`config.mk`:
```
export PLATFORM = sky130hd
export DESIGN_NAME = vfd_ctrl_i2c_config
export DESIGN_NICKNAME = d
export VERILOG_FILES = /design/src/rtl/vfd_pkg.sv /design/src/rtl/vfd_blink_gen.sv /design/src/rtl/vfd_ctrl_i2c_config.sv
export SDC_FILE = /design/constraint.sdc
export NUM_CORES = 1
export LEC_CHECK = 0
export ABC_CLOCK_PERIOD_IN_PS = 2900
export BUFFER_PORTS_ARGS = -buffer_cell sky130_fd_sc_hd__buf_4
export CORE_UTILIZATION = 55
export CTS_CLUSTER_DIAMETER = 120
export CTS_CLUSTER_SIZE = 24
export DETAILED_ROUTE_END_ITERATION = 16
export GPL_ROUTABILITY_DRIVEN = 0
export HOLD_SLACK_MARGIN = 0.15
export PLACE_DENSITY_LB_ADDON = 0.1
export SLEW_MARGIN = 30
export SYNTH_ARGS = -nofsm -noshare
export SYNTH_HDL_FRONTEND = slang
export SYNTH_SLANG_ARGS = --single-unit
```
`constraint.sdc`:
```
create_clock -name CLK -period 2.9 [get_ports CLK]
set_input_delay 0.58 -clock CLK [delete_from_list [all_inputs] [get_ports CLK]]
set_output_delay 0.58 -clock CLK [all_outputs]
set_load 0.05 [all_outputs]
```
`src/rtl/vfd_pkg.sv`:
```
// Shared constants and types for the display configuration slave
package vfd_pkg;
  // Slave address: fixed upper bits, low two bits come from the strap pin
  localparam logic [4:0] ADDR_HI = 5'h1D;
  // Register pointer values
  localparam logic [6:0] GRID_ADDR = 7'h03;
  localparam logic [6:0] CFG_ADDR = 7'h04;
  localparam logic [6:0] FONT_ADDR = 7'h05;
  localparam logic [6:0] OMAP_DATA_ADDR = 7'h06;
  localparam logic [6:0] OMAP_PTR_ADDR = 7'h0D;
  localparam logic [6:0] SCAN_ADDR = 7'h0E;
  localparam logic [6:0] LAST_ADDR = 7'h7F;
  localparam logic [6:0] PTR_STEP = 7'h01;
  // Configuration bit positions
  localparam int CFG_S = 0;
  localparam int CFG_L = 1;
  localparam int CFG_B = 2;
  localparam int CFG_F = 3;
  localparam int CFG_T = 4;
  localparam int CFG_R = 5;
  localparam int CFG_M = 6;
  localparam int CFG_P = 7;
  // Reset values
  localparam logic [7:0] CFG_RESET = 8'h00;
  localparam logic [7:0] SCAN_RESET = 8'h00;
  localparam logic [7:0] GRID_RESET = 8'h00;
  localparam logic [7:0] OMAP_RESET = 8'h00;
  // Output map storage
  localparam int OMAP_DEPTH = 8;
  localparam int OMAP_AW = 3;
  localparam logic [OMAP_AW-1:0] OMAP_STEP = 3'h1;
  // Bit counting on the serial link
  localparam logic [3:0] BITS_PER_BYTE = 4'h8;
  localparam logic [3:0] LAST_TX_SHIFT = 4'h7;
  localparam logic [3:0] BIT_STEP = 4'h1;
  // Blink half periods, in ms, at the nominal oscillator rate in kHz
  localparam int BLINK_SLOW_MS = 1000;
  localparam int BLINK_FAST_MS = 500;
  localparam int OSC_KHZ = 4000;
  localparam int BLINK_SLOW_TICKS = BLINK_SLOW_MS * OSC_KHZ;
  localparam int BLINK_FAST_TICKS = BLINK_FAST_MS * OSC_KHZ;
  localparam int BLINK_CW = 23;
  localparam logic [BLINK_CW-1:0] BLINK_ONE = 23'h000001;
  // Serial protocol states
  typedef enum logic [2:0] {
    ST_IDLE = 3'h0,
    ST_ADDR = 3'h1,
    ST_ADDR_ACK = 3'h2,
    ST_WRITE = 3'h3,
    ST_WR_ACK = 3'h4,
    ST_READ = 3'h5,
    ST_RD_ACK = 3'h6
  } vfd_state_type;
endpackage

```
`src/rtl/vfd_blink_gen.sv`:
```
// Blink phase generator clocked by multiplex oscillator enables
`timescale 1ns/1ps
module vfd_blink_gen
  import vfd_pkg::*;
#(
  parameter int SLOW_TICKS = BLINK_SLOW_TICKS
) (
  // Clock and reset
  input wire logic clk,
  input wire logic srst,
  // Control
  input wire logic tick_en,
  input wire logic fast,
  input wire logic clear,
  // Status
  output logic phase
);
  localparam logic [BLINK_CW-1:0] SLOW_LAST = BLINK_CW'(SLOW_TICKS - 1);
  localparam logic [BLINK_CW-1:0] FAST_LAST = BLINK_CW'(SLOW_TICKS / 2 - 1);

  logic [BLINK_CW-1:0] cnt_r;
  logic [BLINK_CW-1:0] last;

  assign last = fast ? FAST_LAST : SLOW_LAST;

  // Half period counts oscillator ticks, so it scales with the oscillator
  always_ff @(posedge clk) begin
    if (srst || clear) begin
      cnt_r <= '0;
      phase <= 1'b0;
    end else if (tick_en) begin
      if (cnt_r >= last) begin
        cnt_r <= '0;
        phase <= ~phase;
      end else begin
        cnt_r <= cnt_r + BLINK_ONE;
      end
    end
  end
endmodule

```
`src/rtl/vfd_ctrl_i2c_config.sv`:
```
// Two-wire slave with configuration, lock-protected registers and blink control
`timescale 1ns/1ps
module vfd_ctrl_i2c_config
  import vfd_pkg::*;
#(
  parameter int BLINK_TICKS = BLINK_SLOW_TICKS
) (
  // Clock and reset
  input wire logic CLK,
  input wire logic SRST,
  // Serial bus pins
  input wire logic SCL_IN,
  input wire logic SDA_IN,
  output logic SDA_OUT,
  output logic SDA_OE_N,
  // Address strap pin
  input wire logic ADDR_STRAP_PIN_IN,
  // Multiplex engine handshake
  input wire logic MULTIPLEX_CLOCK_EN,
  input wire logic MUX_CYCLE_END,
  output logic MUX_RESTART,
  output logic CLEAR_DIGITS,
  // Configuration outputs
  output logic SHUTDOWN,
  output logic CFG_LOCKED,
  output logic FAST_BLINK,
  output logic FONT16_SEL,
  output logic MODE_96_2,
  output logic BLINK_PHASE,
  output logic [7:0] SCAN_LENGTH,
  output logic [7:0] GRID_COUNT
);
  logic scl_s1, scl_s2, scl_d;
  logic sda_s1, sda_s2, sda_d;
  logic strap_s1, strap_s2;
  logic scl_rise, scl_fall, start_det, stop_det;
  logic strap_at_start_r, strap_at_low_r, strap_wait_r;
  logic [1:0] slave_addr_low_bits;
  vfd_state_type state_r;
  logic [3:0] bitcnt_r;
  logic [7:0] rx_r;
  logic [7:0] tx_r;
  logic rw_r;
  logic cmd_phase_r;
  logic [6:0] ptr_r;
  logic wr_stb_r;
  logic [6:0] wr_addr_r;
  logic [7:0] wr_data_r;
  logic rd_stb_r;
  logic [6:0] rd_addr_r;
  logic [7:0] cfg_r;
  logic resync_pend_r;
  logic [OMAP_AW-1:0] omap_ptr_r;
  logic [7:0] omap_mem_r [OMAP_DEPTH];
  logic blink_phase;
  logic blink_clear;

  // Pointer advance: font and map data ports and the last address hold
  function automatic logic [6:0] next_ptr(input logic [6:0] p);
    if (p == FONT_ADDR || p == OMAP_DATA_ADDR || p == LAST_ADDR) begin
      next_ptr = p;
    end else begin
      next_ptr = p + PTR_STEP;
    end
  endfunction

  function automatic logic [7:0] read_reg(input logic [6:0] p);
    unique case (p)
      CFG_ADDR: read_reg = {blink_phase, cfg_r[CFG_M:CFG_S]};
      SCAN_ADDR: read_reg = SCAN_LENGTH;
      GRID_ADDR: read_reg = GRID_COUNT;
      OMAP_DATA_ADDR: read_reg = omap_mem_r[omap_ptr_r];
      OMAP_PTR_ADDR: read_reg = {{(8 - OMAP_AW){1'b0}}, omap_ptr_r};
      default: read_reg = 8'h00;
    endcase
  endfunction

  // Pin synchronisers; SCL is only ever sampled
  always_ff @(posedge CLK) begin
    if (SRST) begin
      scl_s1 <= 1'b1;
      scl_s2 <= 1'b1;
      scl_d <= 1'b1;
      sda_s1 <= 1'b1;
      sda_s2 <= 1'b1;
      sda_d <= 1'b1;
      strap_s1 <= 1'b0;
      strap_s2 <= 1'b0;
    end else begin
      scl_s1 <= SCL_IN;
      scl_s2 <= scl_s1;
      scl_d <= scl_s2;
      sda_s1 <= SDA_IN;
      sda_s2 <= sda_s1;
      sda_d <= sda_s2;
      strap_s1 <= ADDR_STRAP_PIN_IN;
      strap_s2 <= strap_s1;
    end
  end

  assign scl_rise = scl_s2 && !scl_d;
  assign scl_fall = !scl_s2 && scl_d;
  assign start_det = scl_s2 && scl_d && sda_d && !sda_s2;
  assign stop_det = scl_s2 && scl_d && !sda_d && sda_s2;

  // Strap is sampled with SCL high/SDA low at start, then at first SCL low,
  // when SDA carries the leading one of the address
  always_ff @(posedge CLK) begin
    if (SRST) begin
      strap_at_start_r <= 1'b0;
      strap_at_low_r <= 1'b0;
      strap_wait_r <= 1'b0;
    end else if (start_det) begin
      strap_at_start_r <= strap_s2;
      strap_wait_r <= 1'b1;
    end else if (strap_wait_r && !scl_s2 && !scl_d) begin
      strap_at_low_r <= strap_s2;
      strap_wait_r <= 1'b0;
    end
  end

  // GND 00, supply 01, SDA 10, SCL 11
  assign slave_addr_low_bits = {strap_at_start_r ^ strap_at_low_r, strap_at_start_r};

  // Serial protocol engine; bits sampled on SCL rise, driven after SCL fall
  always_ff @(posedge CLK) begin
    wr_stb_r <= 1'b0;
    rd_stb_r <= 1'b0;
    CLEAR_DIGITS <= 1'b0;
    if (SRST) begin
      state_r <= ST_IDLE;
      bitcnt_r <= '0;
      rx_r <= 8'h00;
      tx_r <= 8'h00;
      rw_r <= 1'b0;
      cmd_phase_r <= 1'b1;
      ptr_r <= '0;
      wr_addr_r <= '0;
      wr_data_r <= 8'h00;
      rd_addr_r <= '0;
      SDA_OUT <= 1'b0;
      SDA_OE_N <= 1'b1;
    end else if (stop_det) begin
      state_r <= ST_IDLE;
      SDA_OE_N <= 1'b1;
    end else if (start_det) begin
      state_r <= ST_ADDR;
      bitcnt_r <= '0;
      cmd_phase_r <= 1'b1;
      SDA_OE_N <= 1'b1;
    end else begin
      unique case (state_r)
        ST_IDLE: begin
          SDA_OE_N <= 1'b1;
        end
        ST_ADDR, ST_WRITE: begin
          if (scl_rise && bitcnt_r < BITS_PER_BYTE) begin
            rx_r <= {rx_r[6:0], sda_s2};
            bitcnt_r <= bitcnt_r + BIT_STEP;
          end else if (scl_fall && bitcnt_r == BITS_PER_BYTE) begin
            if (state_r == ST_ADDR) begin
              if (rx_r[7:1] == {ADDR_HI, slave_addr_low_bits}) begin
                SDA_OE_N <= 1'b0;
                rw_r <= rx_r[0];
                state_r <= ST_ADDR_ACK;
              end else begin
                state_r <= ST_IDLE;
              end
            end else begin
              SDA_OE_N <= 1'b0;
              state_r <= ST_WR_ACK;
              if (cmd_phase_r) begin
                ptr_r <= rx_r[6:0];
                cmd_phase_r <= 1'b0;
              end else begin
                wr_stb_r <= 1'b1;
                wr_addr_r <= ptr_r;
                wr_data_r <= rx_r;
                ptr_r <= next_ptr(ptr_r);
                CLEAR_DIGITS <= (ptr_r == CFG_ADDR) && rx_r[CFG_R];
              end
            end
          end
        end
        ST_ADDR_ACK, ST_RD_ACK: begin
          if (state_r == ST_RD_ACK && scl_rise && sda_s2) begin
            state_r <= ST_IDLE;
          end else if (scl_fall) begin
            bitcnt_r <= '0;
            if (rw_r) begin
              tx_r <= read_reg(ptr_r);
              SDA_OE_N <= read_reg(ptr_r)[7];
              rd_stb_r <= 1'b1;
              rd_addr_r <= ptr_r;
              ptr_r <= next_ptr(ptr_r);
              state_r <= ST_READ;
            end else begin
              SDA_OE_N <= 1'b1;
              state_r <= ST_WRITE;
            end
          end
        end
        ST_WR_ACK: begin
          if (scl_fall) begin
            SDA_OE_N <= 1'b1;
            bitcnt_r <= '0;
            state_r <= ST_WRITE;
          end
        end
        ST_READ: begin
          if (scl_fall) begin
            if (bitcnt_r == LAST_TX_SHIFT) begin
              SDA_OE_N <= 1'b1;
              state_r <= ST_RD_ACK;
            end else begin
              tx_r <= {tx_r[6:0], 1'b0};
              SDA_OE_N <= tx_r[6];
              bitcnt_r <= bitcnt_r + BIT_STEP;
            end
          end
        end
        default: begin
          state_r <= ST_IDLE;
        end
      endcase
    end
  end

  // Configuration register; the phase bit is never stored
  always_ff @(posedge CLK) begin
    if (SRST) begin
      cfg_r <= CFG_RESET;
    end else if (wr_stb_r && wr_addr_r == CFG_ADDR) begin
      cfg_r <= {1'b0, wr_data_r[CFG_M:CFG_S]};
    end
  end

  always_ff @(posedge CLK) begin
    if (SRST) begin
      SHUTDOWN <= 1'b1;
      CFG_LOCKED <= 1'b0;
      FAST_BLINK <= 1'b0;
      FONT16_SEL <= 1'b0;
      MODE_96_2 <= 1'b0;
      BLINK_PHASE <= 1'b0;
    end else begin
      SHUTDOWN <= !cfg_r[CFG_S];
      CFG_LOCKED <= cfg_r[CFG_L];
      FAST_BLINK <= cfg_r[CFG_B];
      FONT16_SEL <= cfg_r[CFG_F];
      MODE_96_2 <= cfg_r[CFG_M];
      BLINK_PHASE <= blink_phase;
    end
  end

  // Lock-protected registers: bus still acknowledges, data is dropped
  always_ff @(posedge CLK) begin
    if (SRST) begin
      SCAN_LENGTH <= SCAN_RESET;
      GRID_COUNT <= GRID_RESET;
    end else if (wr_stb_r && !cfg_r[CFG_L]) begin
      if (wr_addr_r == SCAN_ADDR) begin
        SCAN_LENGTH <= wr_data_r;
      end
      if (wr_addr_r == GRID_ADDR) begin
        GRID_COUNT <= wr_data_r;
      end
    end
  end

  // Output map storage; the pointer stays writable under lock
  always_ff @(posedge CLK) begin
    if (SRST) begin
      omap_ptr_r <= '0;
      for (int i = 0; i < OMAP_DEPTH; i++) begin
        omap_mem_r[i] <= OMAP_RESET;
      end
    end else if (wr_stb_r && wr_addr_r == OMAP_PTR_ADDR) begin
      omap_ptr_r <= wr_data_r[OMAP_AW-1:0];
    end else if (wr_stb_r && wr_addr_r == OMAP_DATA_ADDR) begin
      if (!cfg_r[CFG_L]) begin
        omap_mem_r[omap_ptr_r] <= wr_data_r;
      end
      omap_ptr_r <= omap_ptr_r + OMAP_STEP;
    end else if (rd_stb_r && rd_addr_r == OMAP_DATA_ADDR) begin
      omap_ptr_r <= omap_ptr_r + OMAP_STEP;
    end
  end

  // Resync request waits for the end of the running multiplex cycle
  always_ff @(posedge CLK) begin
    if (SRST) begin
      resync_pend_r <= 1'b0;
      MUX_RESTART <= 1'b0;
    end else begin
      MUX_RESTART <= resync_pend_r && MUX_CYCLE_END;
      if (wr_stb_r && wr_addr_r == CFG_ADDR && wr_data_r[CFG_T]) begin
        resync_pend_r <= 1'b1;
      end else if (MUX_CYCLE_END) begin
        resync_pend_r <= 1'b0;
      end
    end
  end

  assign blink_clear = resync_pend_r && MUX_CYCLE_END;

  vfd_blink_gen #(
    .SLOW_TICKS(BLINK_TICKS)
  ) u_blink (
    .clk(CLK),
    .srst(SRST),
    .tick_en(MULTIPLEX_CLOCK_EN),
    .fast(cfg_r[CFG_B]),
    .clear(blink_clear),
    .phase(blink_phase)
  );
endmodule

```
# ---- After elaboration in Yosys (flattened, before gate mapping)
# Memory sizes are Yosys's and may differ from the RTL's. A register that Yosys moved wholly into a read port is not among the register bits.
# Cells that the tools add are included.
dict set report word_totals {
  latch_bits 0
  elab_cells 243
  rom_bits 0
  memories 1
  reg_bits 126
  ramBits 64
}
dict set report classes {
  n_mul 0
  order_cmp 2
  muxes 74
  n_eq_ne 46
  reduce_logical 63
  n_addsub 4
  n_div 0
  shifts 0
  bitwise_logic 13
}
# name words width read_ports rd_ports_with_merged_regs wr line
set mem_list {}
lappend mem_list {omap_mem_r 8 8 1 1 8 vfd_ctrl_i2c_config.sv:54} ;# logic [7:0] omap_mem_r [OMAP_DEPTH];
# op n
set op_table {}
lappend op_table {{7-bit two-way mux} 13}
lappend op_table {{3-bit two-way mux} 15}
lappend op_table {{7-bit by 3-bit equality test with 1-bit output, second input constant} 6}
lappend op_table {{8-bit case mux with 5 select lines} 1}
lappend op_table {{1-bit two-way mux} 30}
lappend op_table {{3-bit != test, second input constant} 10}
lappend op_table {{7-bit by 4-bit equality test with 1-bit output, second input constant} 4}
lappend op_table {{7-bit case mux with 2 select lines} 2}
lappend op_table {{7-bit AND reduction} 4}
lappend op_table {{2-bit != test, second input constant} 13}
lappend op_table {{4-bit two-way mux} 6}
lappend op_table {{23-bit by 1-bit adder with 23-bit output, second input constant} 1}
lappend op_table {{23-bit >= comparator} 1}
lappend op_table {{23-bit two-way mux} 1}
lappend op_table {{22-bit two-way mux} 1}
lappend op_table {{1-bit logical AND} 21}
lappend op_table {{4-bit case mux with 4 select lines} 1}
lappend op_table {{8-bit AND reduction} 2}
lappend op_table {{8-bit OR reduction} 2}
lappend op_table {{3-bit case mux with 5 select lines} 1}
lappend op_table {{7-bit by 2-bit equality test with 1-bit output, second input constant} 2}
lappend op_table {{1-bit NOT} 12}
lappend op_table {{6-bit AND reduction} 2}
lappend op_table {{2-bit nonzero test} 6}
lappend op_table {{29 further kinds} 45}

# ---- Logic depth before layout (Yosys ltp)
dict set report depth {
  word_depth 9
  ltp_mapped 9
  depth_no_buf 7
}

# ---- By module
# A second synthesis with hierarchy kept.
dict set report unflattened {
  hier_cells 878
  hier_area_um2 9012.4
}
# module seq_area_each_um2 area_each_um2 cells_each instances
set modules_own_cells {}
lappend modules_own_cells {vfd_ctrl_i2c_config 4023.9 7697.4 725 1}
lappend modules_own_cells {vfd_blink_gen 480.5 1315.0 153 1}

# ---- Worst setup path before layout
# No wires, ideal clock.
dict set report synth_path {
  path_type {input to register}
  start {input SRST}
  end {memory omap_mem_r[6][0] (enable)}
  path_stages 6
  path_slack_ns 0.076
  t_arrival_ns 2.440
  setup_time_ns 0.384
  path_buffers 2
  path_cell_list {clkbuf_1 -> or3b_2 -> nor4_1 -> nand2b_1 -> clkbuf_1 -> o21ai_0}
}
# item line
set synth_lines {}
lappend synth_lines {{from (decl)} vfd_ctrl_i2c_config.sv:10} ;# input wire logic SRST,
lappend synth_lines {{to (decl)} vfd_ctrl_i2c_config.sv:54}

==> impl_metrics.ini <==
[status]
status = finished clean

[timing]
report.final.slew_viol_count = 0
fmax_ghz = 0.399
skew_ps = 6.05
min_period_ps = 2510
holdWs_ps = 333
rsz0062_at_grt = false
post-route-period-util_pct = 86.5
tightestPinTransition_ps = 763
setup_viol = 0
hold_viol = 0
timing.setup.tns_ps = 0
slew_headroom_pct = 48.8

[die]
io_pins = 33
die_y_um = 130
dieArea_sq_um = 16900
num_rows = 46
initial_utilization_pct = 56.6
die_w_um = 130
fp.coreArea_sq_um = 15900

[cells_and_area]
post-route-cell-area_sq_um = 10100
final_util_pct = 63.3
syn2layout_area_growth_pct = 11.9
mostFrequentLayoutCells = dfxtp_1 (129), nor2_1 (93), nand2_1 (88), edfxtp_1 (64), and2_1 (58)
final_nets = 942
drive_above_1_share_pct = 12.8
layout_commonest_cell = dfxtp_1
diodes = 0

[logic_synthesis]
synth_ff_type = dfxtp_1
synth-seq-cells = 193
ys_async_sr_fraction_pct = 0
synthesis.nets = 923
syn_area_sq_um = 9020
syn_area_per_cell_sq_um = 10.0
yosys_warnings = 0
synth-seq-area-share_pct = 50.0
yosysUniqueCellTypes = 80
synth-edff-count = 64
netlist_instances = 901

[critical_path]
cp-start-kind = flip-flop
crit_arrival_ps = 2630
path_class = reg -> reg
endpoint_kind = flip-flop
cp.required_ps = 3020
path_max_fanout = 8

[power]
cellPowerDensity_nw_per_um2 = 545
power.total_w = 0.00550
p_leak_nw = 3.61
max-vdd-ir-drop_uv = 458

[global_route]
first_global_vias = 6396
grt_max_degree = 51
antenna_found_initial = 0
overflow = 0
grt_pass1_wl_um = 34500
track_usage_pct = 27.0

[clock_tree]
cts_tree = yes
cts_resized = 0
postCtsHoldBufs = 0
htreeDepth = 4
clock_path_buffers = 2
clkTransAtPathRegs_ps = 70
clk_latency_ps = 430
cts_setup_buffers = 0
numCtsBuffers = 17
cts_sinks = 193
cts_root_buf = clkbuf_16

[drt]
drt-vias-per-instance = 5.95
vias = 6834
ant_nets = 0
drt-wirelength-per-cell_um = 18.7
first_pass_iters = 6
drt_iter0_drc = 551
remaining_drc_errors = 0
wl_um = 21500

[placed_design]
dpl.hpwl_um = 15400
place_area_sq_um = 9450
portBuffers = 31

[job]
cap_viol_max_count = 0

[worst_hold_path]
hold_path_class = in -> reg
-- cells in the mapped netlist (all sizes together), types with 8 or more instances --
master / instances / share of area [%]
o21ai: 20 / 1.1
and3: 10 / 0.69
inv: 23 / 0.96
buf: 17 / 1.0
xnor2: 16 / 1.6
a21oi: 47 / 2.6
nor3: 36 / 2.2
mux2i: 42 / 4.7
clkbuf: 34 / 1.4
o32ai: 9 / 0.87
nor4: 11 / 0.76
nand2: 88 / 3.7
nand3: 21 / 1.2
dfxtp: 129 / 29
or2: 11 / 0.79
nand4: 8 / 0.56
nor2b: 13 / 0.90
edfxtp: 64 / 21
nor2: 93 / 3.9
and2: 58 / 4.0
a211oi: 8 / 0.72
ha: 15 / 2.1
nand2b: 13 / 0.90
mux4: 16 / 4.0
-- registers in the layout, indices dropped and copies added (netlist names), 7 cells and up, named ones only --
register       count
GRID_COUNT         8
wr_addr_r          7
wr_data_r          8
tx_r               7
rx_r               8
cfg_r              7
SCAN_LENGTH        8
ptr_r              7
u_blink.cnt_r     23
omap_mem_r        64
rd_addr_r          7
-- cells by family after synthesis --
group	count (synthesis)	synth area share, %
XOR/XNOR	21	2.04
adder cells (fa/ha/maj)	15	2.08
multiplexers	58	8.66
flip-flops	193	50.0
buffers and inverters	77	3.54
AND/OR/NAND/NOR	391	22.4
AO/OA/AOI/OAI	145	11.3
other	1	0.0416
-- per-stage QoR --
step | std cells | setup slack [ps]
final | 1149 | 392
after global routing | 1149 | 175
after CTS | 1149 | 411
after detailed placement | 1117 | 251
after global placement | 1117 | 307
after floorplan | 901 | 75.7
-- cell type report --
cell class	count	area, sq um
Clock buffer	22	497
Clock inverter	10	143
Fill cell	1281	5860
Inverter	26	97.6
Multi-Input combinational cell	631	4190
Sequential cell	193	4500
Tap cell	216	270
Timing Repair Buffer	51	383
-- metal layers --
layer	up-vias	GRT usage (%)	wire length, um
met5	-	0	0
met4	0	9.30	492
met3	36	5.45	1180
met2	205	43.5	10300
met1	3312	36.3	9530
li1	3281	-	-
-- critical path, cell delays in order (launching register included) --
cell and delay [ps]:
dfxtp_1 320, or4b_4 560, nor4_1 420, nand2b_1 300, nor3_2 320, or2_2 280
-- report_power, final --
group / switching, W / internal (W)
clock network: 0.00101 / 0.00149
registers: 0.0000247 / 0.00283
logic: 0.0000917 / 0.0000515
total: 0.00113 / 0.00437
-- worst paths after layout --
| check | from | to | slack (ps) | cells after the start |
|---|---|---|---|---|
| worst min register to register | sda_s1 | sda_s2 | 420 | 1 |
| worst max register to register | wr_addr_r[4] | omap_mem_r[0][7] | 390 | 5 |
| worst max-delay path | wr_addr_r[4] | omap_mem_r[0][7] | 390 | 5 |
| worst min-delay path | SDA_IN | sda_s1 | 330 | 2 |
No activity file was read; power rests on OpenSTA's default activity.
